### src/core/bridge_pm_window_defines.vh
`ifndef BRIDGE_PM_WINDOW_DEFINES_VH
`define BRIDGE_PM_WINDOW_DEFINES_VH

// Register byte offsets
`define OFF_PM_CTRL_STATUS 8'h94
`define OFF_WIN0_XLAT_BASE 8'h98
`define OFF_WIN0_SETUP 8'hc0
`define OFF_WIN0_SETUP_DOC 8'h9c
`define OFF_WIN0_BASE 8'hc4

// Power management word fields
`define PM_STATE_LSB 0
`define PM_STATE_MSB 1
`define PM_EVT_EN_BIT 8
`define PM_EVT_STS_BIT 15
`define PM_STATE_D0 2'h0
`define PM_STATE_D1 2'h1
`define PM_STATE_D2 2'h2
`define PM_STATE_D3 2'h3

// Window setup fields
`define SETUP_TYPE_BIT 0
`define SETUP_AWIDTH_LSB 1
`define SETUP_AWIDTH_MSB 2
`define SETUP_PREFETCH_BIT 3
`define SETUP_MASK_LSB 12
`define SETUP_MASK_MSB 30
`define SETUP_ENABLE_BIT 31

// Reset values
`define RST_PM_STATE 2'h0
`define RST_XLAT_BASE 20'h00000
`define RST_AWIDTH 2'h0
`define RST_PREFETCH 1'h0
`define RST_SIZE_MASK 19'h7ffff
`define RST_WIN_BASE 20'h00000

// Field widths
`define PAGE_LSB 12
`define PAGE_W 20
`define MASK_W 19

`endif

### src/core/bridge_pm_window_regs.v
// The strobed register port was left to the implementer.
`timescale 1ns/1ns
`include "bridge_pm_window_defines.vh"

// What this block does
// - Two-bit power state at bits 1:0, reset D0; 00 is D0, 11 is D3.
// - Writes of unimplemented D1 or D2 codes are dropped, state kept.
// - Moving D3 to D0 by write internally resets block, secondary reset untouched.
// - Bit 8 sticky event enable, reset 0; event output only while set.
// - Bit 15 sticky event status, set by event, cleared by writing 1.
// - Data select, data scale and data byte fields read zero, ignore writes.
// - Bit 22 reads 0: no B2/B3 on secondary bus in D3hot.
// - Bit 23 reads 0: secondary bus power/clock control disabled.
// - Translated base bits 31:12 read-write, reset 0; bits 11:0 read zero.
// - Window hits get translated base in upper bits chosen by size mask.
// - Setup bit 0 reads 0, memory space window.
// - Setup bits 2:1 address width, reset 00, host read-only, preload set.
// - Size mask bits 30:12, reset 7FFFFh, make window base bits writable.
// - Setup bit 31 enable resets 1, stays 1 on zero writes.
module bridge_pm_window_regs (
   input wire i_sys_clk,
   input wire i_rst,
   input wire [7:0] i_addr,
   input wire [31:0] i_wdata,
   input wire i_wr,
   input wire i_rd,
   output reg [31:0] o_rdata,
   input wire i_preload_valid,
   input wire [31:0] i_preload_data,
   input wire i_power_event,
   output reg o_power_event_out_n,
   output reg [1:0] o_power_state,
   output reg o_internal_reset,
   input wire i_dn_valid,
   input wire [31:0] i_dn_addr,
   output reg o_dn_valid,
   output reg o_dn_hit,
   output reg [31:0] o_dn_addr
);
   localparam WIN_ENABLE = 1'b1;

   // Power management state
   reg [1:0] pm_state_ff;
   reg [1:0] nxt_pm_state;
   reg evt_en_ff;
   reg nxt_evt_en;
   reg evt_sts_ff;
   reg nxt_evt_sts;
   reg soft_rst_ff;
   reg nxt_soft_rst;

   // Window state
   reg [`PAGE_W-1:0] xlat_base_ff;
   reg [`PAGE_W-1:0] nxt_xlat_base;
   reg [`PAGE_W-1:0] win_base_ff;
   reg [`PAGE_W-1:0] nxt_win_base;
   reg [1:0] awidth_ff;
   reg prefetch_ff;
   reg [`MASK_W-1:0] size_mask_ff;

   reg [31:0] nxt_rdata;
   wire xl_hit;
   wire [31:0] xl_addr;

   wire [3:0] wr_sel;
   wire [3:0] rd_sel;
   wire wr_pm;
   wire wr_xlat;
   wire wr_base;

   // Bit positions of the one-hot select returned by reg_decode
   localparam SEL_PM = 0;
   localparam SEL_XLAT = 1;
   localparam SEL_SETUP = 2;
   localparam SEL_BASE = 3;

   // Shared by the write and read paths so that a register can never be
   // writable at one offset and readable at another
   function [3:0] reg_decode;
      input [7:0] a;
      begin
         // Unmapped offsets select nothing and read as zero
         reg_decode = 4'h0;
         if (a == `OFF_PM_CTRL_STATUS) begin
            reg_decode[SEL_PM] = 1'b1;
         end else if (a == `OFF_WIN0_XLAT_BASE) begin
            reg_decode[SEL_XLAT] = 1'b1;
         end else if (a == `OFF_WIN0_SETUP ||
                      a == `OFF_WIN0_SETUP_DOC) begin
            reg_decode[SEL_SETUP] = 1'b1;
         end else if (a == `OFF_WIN0_BASE) begin
            reg_decode[SEL_BASE] = 1'b1;
         end
      end
   endfunction

   // Writable page bits of the window base: top bit plus mask ones
   function [`PAGE_W-1:0] page_sel;
      input [`MASK_W-1:0] mask;
      begin
         page_sel = {1'b1, mask};
      end
   endfunction

   function [31:0] setup_word;
      input [1:0] aw;
      input pf;
      input [`MASK_W-1:0] mask;
      begin
         setup_word = 32'h00000000;
         setup_word[`SETUP_ENABLE_BIT] = WIN_ENABLE;
         setup_word[`SETUP_MASK_MSB:`SETUP_MASK_LSB] = mask;
         setup_word[`SETUP_PREFETCH_BIT] = pf;
         setup_word[`SETUP_AWIDTH_MSB:`SETUP_AWIDTH_LSB] = aw;
         setup_word[`SETUP_TYPE_BIT] = 1'b0;
      end
   endfunction

   // Absent power data and bridge support facilities read as zero
   function [31:0] pm_word;
      input [1:0] state;
      input en;
      input sts;
      begin
         pm_word = 32'h00000000;
         pm_word[`PM_STATE_MSB:`PM_STATE_LSB] = state;
         pm_word[`PM_EVT_EN_BIT] = en;
         pm_word[`PM_EVT_STS_BIT] = sts;
      end
   endfunction

   assign wr_sel = i_wr ? reg_decode(i_addr) : 4'h0;
   assign rd_sel = i_rd ? reg_decode(i_addr) : 4'h0;
   assign wr_pm = wr_sel[SEL_PM];
   assign wr_xlat = wr_sel[SEL_XLAT];
   assign wr_base = wr_sel[SEL_BASE];

   // Power state next value
   always @* begin
      nxt_pm_state = pm_state_ff;
      nxt_soft_rst = 1'b0;
      if (wr_pm) begin
         if (i_wdata[`PM_STATE_MSB:`PM_STATE_LSB] == `PM_STATE_D0 ||
             i_wdata[`PM_STATE_MSB:`PM_STATE_LSB] == `PM_STATE_D3) begin
            nxt_pm_state = i_wdata[`PM_STATE_MSB:`PM_STATE_LSB];
         end
         if (pm_state_ff == `PM_STATE_D3 &&
             i_wdata[`PM_STATE_MSB:`PM_STATE_LSB] == `PM_STATE_D0) begin
            nxt_soft_rst = 1'b1;
         end
      end
   end

   // Sticky bits ignore the internal reset
   always @* begin
      nxt_evt_en = evt_en_ff;
      nxt_evt_sts = evt_sts_ff;
      if (wr_pm) begin
         nxt_evt_en = i_wdata[`PM_EVT_EN_BIT];
      end
      if (wr_pm && i_wdata[`PM_EVT_STS_BIT]) begin
         nxt_evt_sts = 1'b0;
      end
      if (i_power_event) begin
         nxt_evt_sts = 1'b1;
      end
   end

   // sticky bits cleared by power-on reset only
   always @(posedge i_sys_clk or posedge i_rst) begin
      if (i_rst) begin
         evt_en_ff <= 1'b0;
         evt_sts_ff <= 1'b0;
      end else begin
         evt_en_ff <= nxt_evt_en;
         evt_sts_ff <= nxt_evt_sts;
      end
   end

   always @(posedge i_sys_clk or posedge i_rst) begin
      if (i_rst) begin
         pm_state_ff <= `RST_PM_STATE;
         soft_rst_ff <= 1'b0;
      end else begin
         pm_state_ff <= nxt_pm_state;
         soft_rst_ff <= nxt_soft_rst;
      end
   end

   // Window base and translated base next values
   always @* begin
      nxt_xlat_base = xlat_base_ff;
      nxt_win_base = win_base_ff;
      if (soft_rst_ff) begin
         nxt_xlat_base = `RST_XLAT_BASE;
         nxt_win_base = `RST_WIN_BASE;
      end else begin
         if (wr_xlat) begin
            nxt_xlat_base = i_wdata[31:`PAGE_LSB];
         end
         if (wr_base) begin
            nxt_win_base = (i_wdata[31:`PAGE_LSB] & page_sel(size_mask_ff)) |
                           (win_base_ff & ~page_sel(size_mask_ff));
         end
      end
   end

   always @(posedge i_sys_clk or posedge i_rst) begin
      if (i_rst) begin
         xlat_base_ff <= `RST_XLAT_BASE;
         win_base_ff <= `RST_WIN_BASE;
      end else begin
         xlat_base_ff <= nxt_xlat_base;
         win_base_ff <= nxt_win_base;
      end
   end

   // Setup fields take only the preload path; host writes never reach them.
   // Preload is not disturbed by the internal reset, which keeps the
   // window geometry stable across a D3 to D0 cycle.
   // preload-only setup fields
   always @(posedge i_sys_clk or posedge i_rst) begin
      if (i_rst) begin
         awidth_ff <= `RST_AWIDTH;
         prefetch_ff <= `RST_PREFETCH;
         size_mask_ff <= `RST_SIZE_MASK;
      end else if (i_preload_valid) begin
         awidth_ff <= i_preload_data[`SETUP_AWIDTH_MSB:`SETUP_AWIDTH_LSB];
         prefetch_ff <= i_preload_data[`SETUP_PREFETCH_BIT];
         size_mask_ff <= i_preload_data[`SETUP_MASK_MSB:`SETUP_MASK_LSB];
      end
   end

   // Read mux; data appears the cycle after the strobe and only then
   always @* begin
      nxt_rdata = 32'h00000000;
      if (rd_sel[SEL_PM]) begin
         nxt_rdata = pm_word(pm_state_ff, evt_en_ff, evt_sts_ff);
      end else if (rd_sel[SEL_XLAT]) begin
         nxt_rdata = {xlat_base_ff, 12'h000};
      end else if (rd_sel[SEL_SETUP]) begin
         nxt_rdata = setup_word(awidth_ff, prefetch_ff, size_mask_ff);
      end else if (rd_sel[SEL_BASE]) begin
         nxt_rdata = {win_base_ff, 12'h000};
      end else begin
         nxt_rdata = 32'h00000000;
      end
   end

   dn_window_xlat u_xlat (
      .i_addr(i_dn_addr),
      .i_win_base(win_base_ff),
      .i_xlat_base(xlat_base_ff),
      .i_size_mask(size_mask_ff),
      .i_enable(WIN_ENABLE),
      .o_hit(xl_hit),
      .o_addr(xl_addr)
   );

   // Registered outputs
   always @(posedge i_sys_clk or posedge i_rst) begin
      if (i_rst) begin
         o_rdata <= 32'h00000000;
         o_power_event_out_n <= 1'b1;
         o_power_state <= `RST_PM_STATE;
         o_internal_reset <= 1'b0;
         o_dn_valid <= 1'b0;
         o_dn_hit <= 1'b0;
         o_dn_addr <= 32'h00000000;
      end else begin
         o_rdata <= nxt_rdata;
         o_power_event_out_n <= ~(nxt_evt_sts & nxt_evt_en);
         o_power_state <= nxt_pm_state;
         o_internal_reset <= nxt_soft_rst;
         o_dn_valid <= i_dn_valid;
         o_dn_hit <= i_dn_valid & xl_hit;
         o_dn_addr <= xl_addr;
      end
   end
endmodule // bridge_pm_window_regs

### src/core/dn_window_xlat.v
`timescale 1ns/1ns
`include "bridge_pm_window_defines.vh"

module dn_window_xlat (
   input wire [31:0] i_addr,
   input wire [`PAGE_W-1:0] i_win_base,
   input wire [`PAGE_W-1:0] i_xlat_base,
   input wire [`MASK_W-1:0] i_size_mask,
   input wire i_enable,
   output wire o_hit,
   output wire [31:0] o_addr
);
   // Top page bit always decodes; mask ones mark compared/replaced bits
   wire [`PAGE_W-1:0] sel;
   wire [`PAGE_W-1:0] page;

   assign sel = {1'b1, i_size_mask};
   assign page = i_addr[31:`PAGE_LSB];
   assign o_hit = i_enable & ((page & sel) == (i_win_base & sel));
   assign o_addr = o_hit ?
      {(i_xlat_base & sel) | (page & ~sel), i_addr[`PAGE_LSB-1:0]} : i_addr;
endmodule // dn_window_xlat

### config.mk
export PLATFORM = sky130hd
export DESIGN_NAME = bridge_pm_window_regs
export DESIGN_NICKNAME = d
export VERILOG_FILES = /design/src/core/bridge_pm_window_regs.v /design/src/core/dn_window_xlat.v
export VERILOG_INCLUDE_DIRS = /design/src /design/src/core
export SDC_FILE = /design/constraint.sdc
export NUM_CORES = 1
export LEC_CHECK = 0
export ABC_AREA = 0
export BUFFER_PORTS_ARGS = -buffer_cell sky130_fd_sc_hd__clkbuf_2
export CAP_MARGIN = 20
export CORE_MARGIN = 1.5
export CORE_UTILIZATION = 31
export DETAILED_ROUTE_END_ITERATION = 7
export GPL_TIMING_DRIVEN = 0
export MAX_ROUTING_LAYER = met4
export PLACE_DENSITY = 0.51
export SYNTH_ARGS = -nofsm -noshare
export SYNTH_HDL_FRONTEND = slang
export SYNTH_SLANG_ARGS = --single-unit
export TNS_END_PERCENT = 100
### constraint.sdc
create_clock -name i_sys_clk -period 7.2 [get_ports i_sys_clk]
set_input_delay 1.44 -clock i_sys_clk [delete_from_list [all_inputs] [get_ports i_sys_clk]]
set_output_delay 1.44 -clock i_sys_clk [all_outputs]
set_load 0.02 [all_outputs]
==> results.md <==
- CP max-delay cell: nor4b_2
- Avg Cell Area, Syn: roughly 11 um2
- Die Y: roughly 140 um
- Initial Util: between 30% and 40%
- Postcts setup bufs: 0
- Yosys warns: 0
- Placed Cells: between 800 and 900
- H-tree depth: 4
- DR pass1 iterations: 5
- Post-cts resize count: 0
- Final Core Density: about two fifths
- Vias post-DR: between 4,000 and 5,000
- Worst path cell trace: clkbuf_2 -> nand2b_1 -> o31ai_1 -> nor4b_2 -> buf_2 -> a221oi_1 -> a21oi_1
- Setup WS post-layout: around 4.1 ns
- Pre-CTS WS: 3.702 ns
- Maxcap violations: 0
- Post-route ant nets: 0
- Remaining Overflow, GRT: 0
- Via density: 5.112
- Wire per inst: just under 20 um
- Async set or reset register ratio after synthesis: between 90% and 100%
- Data arrival, critical path: 3.42 ns
- Clk sink count: about 130
- Routed Wire Length: around 18 mm
- Synthesized flop and latch total: ~130
- EDFF count, synth: 0
- Hold Fails Final Rpt: 0
- Number of port buffers: between 150 and 200
- Hpwl dp: approximately 13 mm
- Finished Layout Cells: 919
- Clock Latency Late Sink: ~0.42 ns
- Fillers: between 1,500 and 2,000
- Ports: between 150 and 200
- PwrDens: approximately 260 mW/mm2
- CTS tree: yes
- Initial antenna violation count: 1
- Area of the die: ~0.019 mm2
- Multi-input gate area: approximately 0.0021 mm2
- Vias in the first global route: approximately 4,700
- Crit start category: input port
- Yosys top cell area share: a little under half
- CTS max path bufs: 2
- Synth area leader: dfrtp_1
- Worst Path Required: 7.51 ns
- Sequential area share after synthesis: about 57%
- RSZ-0062 raised after global routing: false
- Max Clock Skew: between 0.009 and 0.01 ns
- P_leak: 3.440 nW
- Core area: roughly 0.018 mm2
- First-pass GRT wire length: about 27 mm
- Area delta synth->final: 31.80%
- Total CTS buffers: 17
- Register area: 0.003203 mm2
- Final period utilization: a little over two fifths
- Syn Inst Count: 496
- Setup violators final: 0
- Yosys cell types: 45
- Largest net degree at the start of global routing: between 80 and 90
- Setup crit end kind: flop
- Final Max Tran Viols: 0
- Final nets: about 790
- CP max FO: 10
- Worst path max stage delay: 0.57 ns
- Area of the mapped netlist: ~0.0056 mm2
- Hold_buf cts: 0
- Clock period minus worst slack: between 3 and 4 ns
- Reg clk slew, reported paths: roughly 0.060 ns
- Slew headroom: between 40 and 50%
- Setup tns final: 0 ns
- Max Clock Freq: roughly 320 MHz
- Peak VDD IR: around 160 uV
- Total track usage: between 20 and 25%
- Hold Crit Class: flop to flop
- DRC viols: 0
- Die W: 138.0 um
- FP Rows: 49
- Ys flop type: dfrtp_1
- Initial DRC Count: between 300 and 400
- Status: finished clean
- Root Buffer: clkbuf_16
- WS Path Type: input port to flop
- Measured slew at the worst slew-check pin: about 0.74 ns
- Most area-consuming cells after synthesis: dfrtp_1 47%, dfstp_2 9.3%, nor4_2 4.2%, nand2_1 4.0%, mux2_1 3.8%
- Layout cells sized above 1: a little under two fifths
- Placer congestion estimate: 0.8140
## layout by cell type, fill, tap and decap left out, drive strengths merged, types with 2 or more instances in the layout
cell type / netlist / final
a21oi: 38 / 38
a221oi: 18 / 18
a22o: 20 / 20
a32o: 2 / 2
and2: 3 / 3
and3: 2 / 2
buf: 25 / 26
bufinv: 0 / 6
clkbuf: 15 / 191
clkinv: 0 / 2
conb: 1 / 7
dfrtp: 107 / 107
dfstp: 20 / 20
inv: 22 / 23
mux2: 26 / 26
nand2: 60 / 60
nand2b: 2 / 2
nand3: 19 / 19
nand3b: 2 / 2
nor2: 5 / 5
nor3: 6 / 6
nor4: 21 / 21
nor4b: 2 / 2
o21ai: 39 / 39
o22ai: 7 / 7
or4: 2 / 2
or4b: 2 / 2
xnor2: 18 / 18
xor2: 2 / 2
## Yosys cell counts, drive strengths merged (3+ instances only)
master  number
nor2         5
nor4        21
o21ai       39
buf         25
dfrtp      107
a22o        20
dfstp       20
and2         3
o22ai        7
a221oi      18
mux2        26
inv         22
nand3       19
xnor2       18
nor3         6
clkbuf      15
nand2       60
a21oi       38
## per-stage QoR
stage,power [W],area [um2],hold slack [ns]
2_1_floorplan,0.0008817,5668,0.4494
3_3_place_gp,0.0009562,6725,0.4742
3_5_place_dp,0.0009618,6758,0.4680
4_1_cts,0.001964,7438,0.4804
5_1_grt,0.002019,7441,0.5268
6_report,0.001948,7441,0.4795
## kinds of logic after synthesis
family	synth area share, %
buffers and inverters	5.651
DFF	56.74
muxes	5.364
other	0.06643
adders and majority gates	0.2216
and+or+nand+nor	14.12
xor gates and xnor gates	3.103
AOI/OAI and AO/OA	14.74
## area by class of cell
| type | count | area share, % |
|---|---|---|
| Tap cell | 229 | 3.851 |
| Clock buffer | 22 | 6.373 |
| Antenna cell | 1 | 0.03363 |
| Timing Repair Buffer | 155 | 10.73 |
| Sequential cell | 127 | 43.05 |
| Multi-Input combinational cell | 313 | 28.84 |
| Buffer | 40 | 3.178 |
| Clock inverter | 10 | 2.775 |
| Inverter | 22 | 1.177 |
## path summary, 6_finish.rpt
| path | startpoint | to | slack [ns] | cells after the start |
|---|---|---|---|---|
| max | i_addr[4] | o_rdata[21] | 4.09 | 7 |
| min | prefetch_ff | o_rdata[3] | 0.48 | 1 |
| max reg2reg | win_base_ff[15] | o_dn_addr[28] | 4.84 | 6 |
| min reg2reg | prefetch_ff | o_rdata[3] | 0.48 | 1 |
| max in group asynchronous | i_rst | size_mask_ff[10] | 5.34 | 3 |
| min in group asynchronous | i_rst | o_dn_addr[4] | 1.04 | 2 |
## where the power goes
group	total [W]	switching, W	leakage, nW	internal (W)
clock	0.000999	0.000322	0.331	0.000677
combinational	0.000175	0.000112	1.50	0.0000630
sequential	0.000774	0.0000215	1.61	0.000753
## metal layers
metal / global-route usage (%) / up-vias / wire, um
met5: - / - / 0
li1: - / 2130 / -
met4: 6.655 / 0 / 301
met2: 30.46 / 218 / 8437
met1: 26.41 / 2328 / 7943
met3: 6.725 / 22 / 1563
## worst max-delay path: cells and delay by family
| kind | cells | cell delay [ns] |
|---|---|---|
| simple gates | 2 | 0.85 |
| compound gates | 3 | 0.63 |
| buf+inv | 2 | 0.50 |
## sequential cells by signal, summed over array words and instances, names as in the netlist
register             flops
awidth_ff                2
evt_en_ff                1
evt_sts_ff               1
o_dn_addr               32
o_dn_hit                 1
o_dn_valid               1
o_internal_reset         1
o_power_event_out_n      1
o_power_state            2
o_rdata                 25
prefetch_ff              1
size_mask_ff            19
win_base_ff             20
xlat_base_ff            20
No activity file was read; power rests on OpenSTA's default activity.
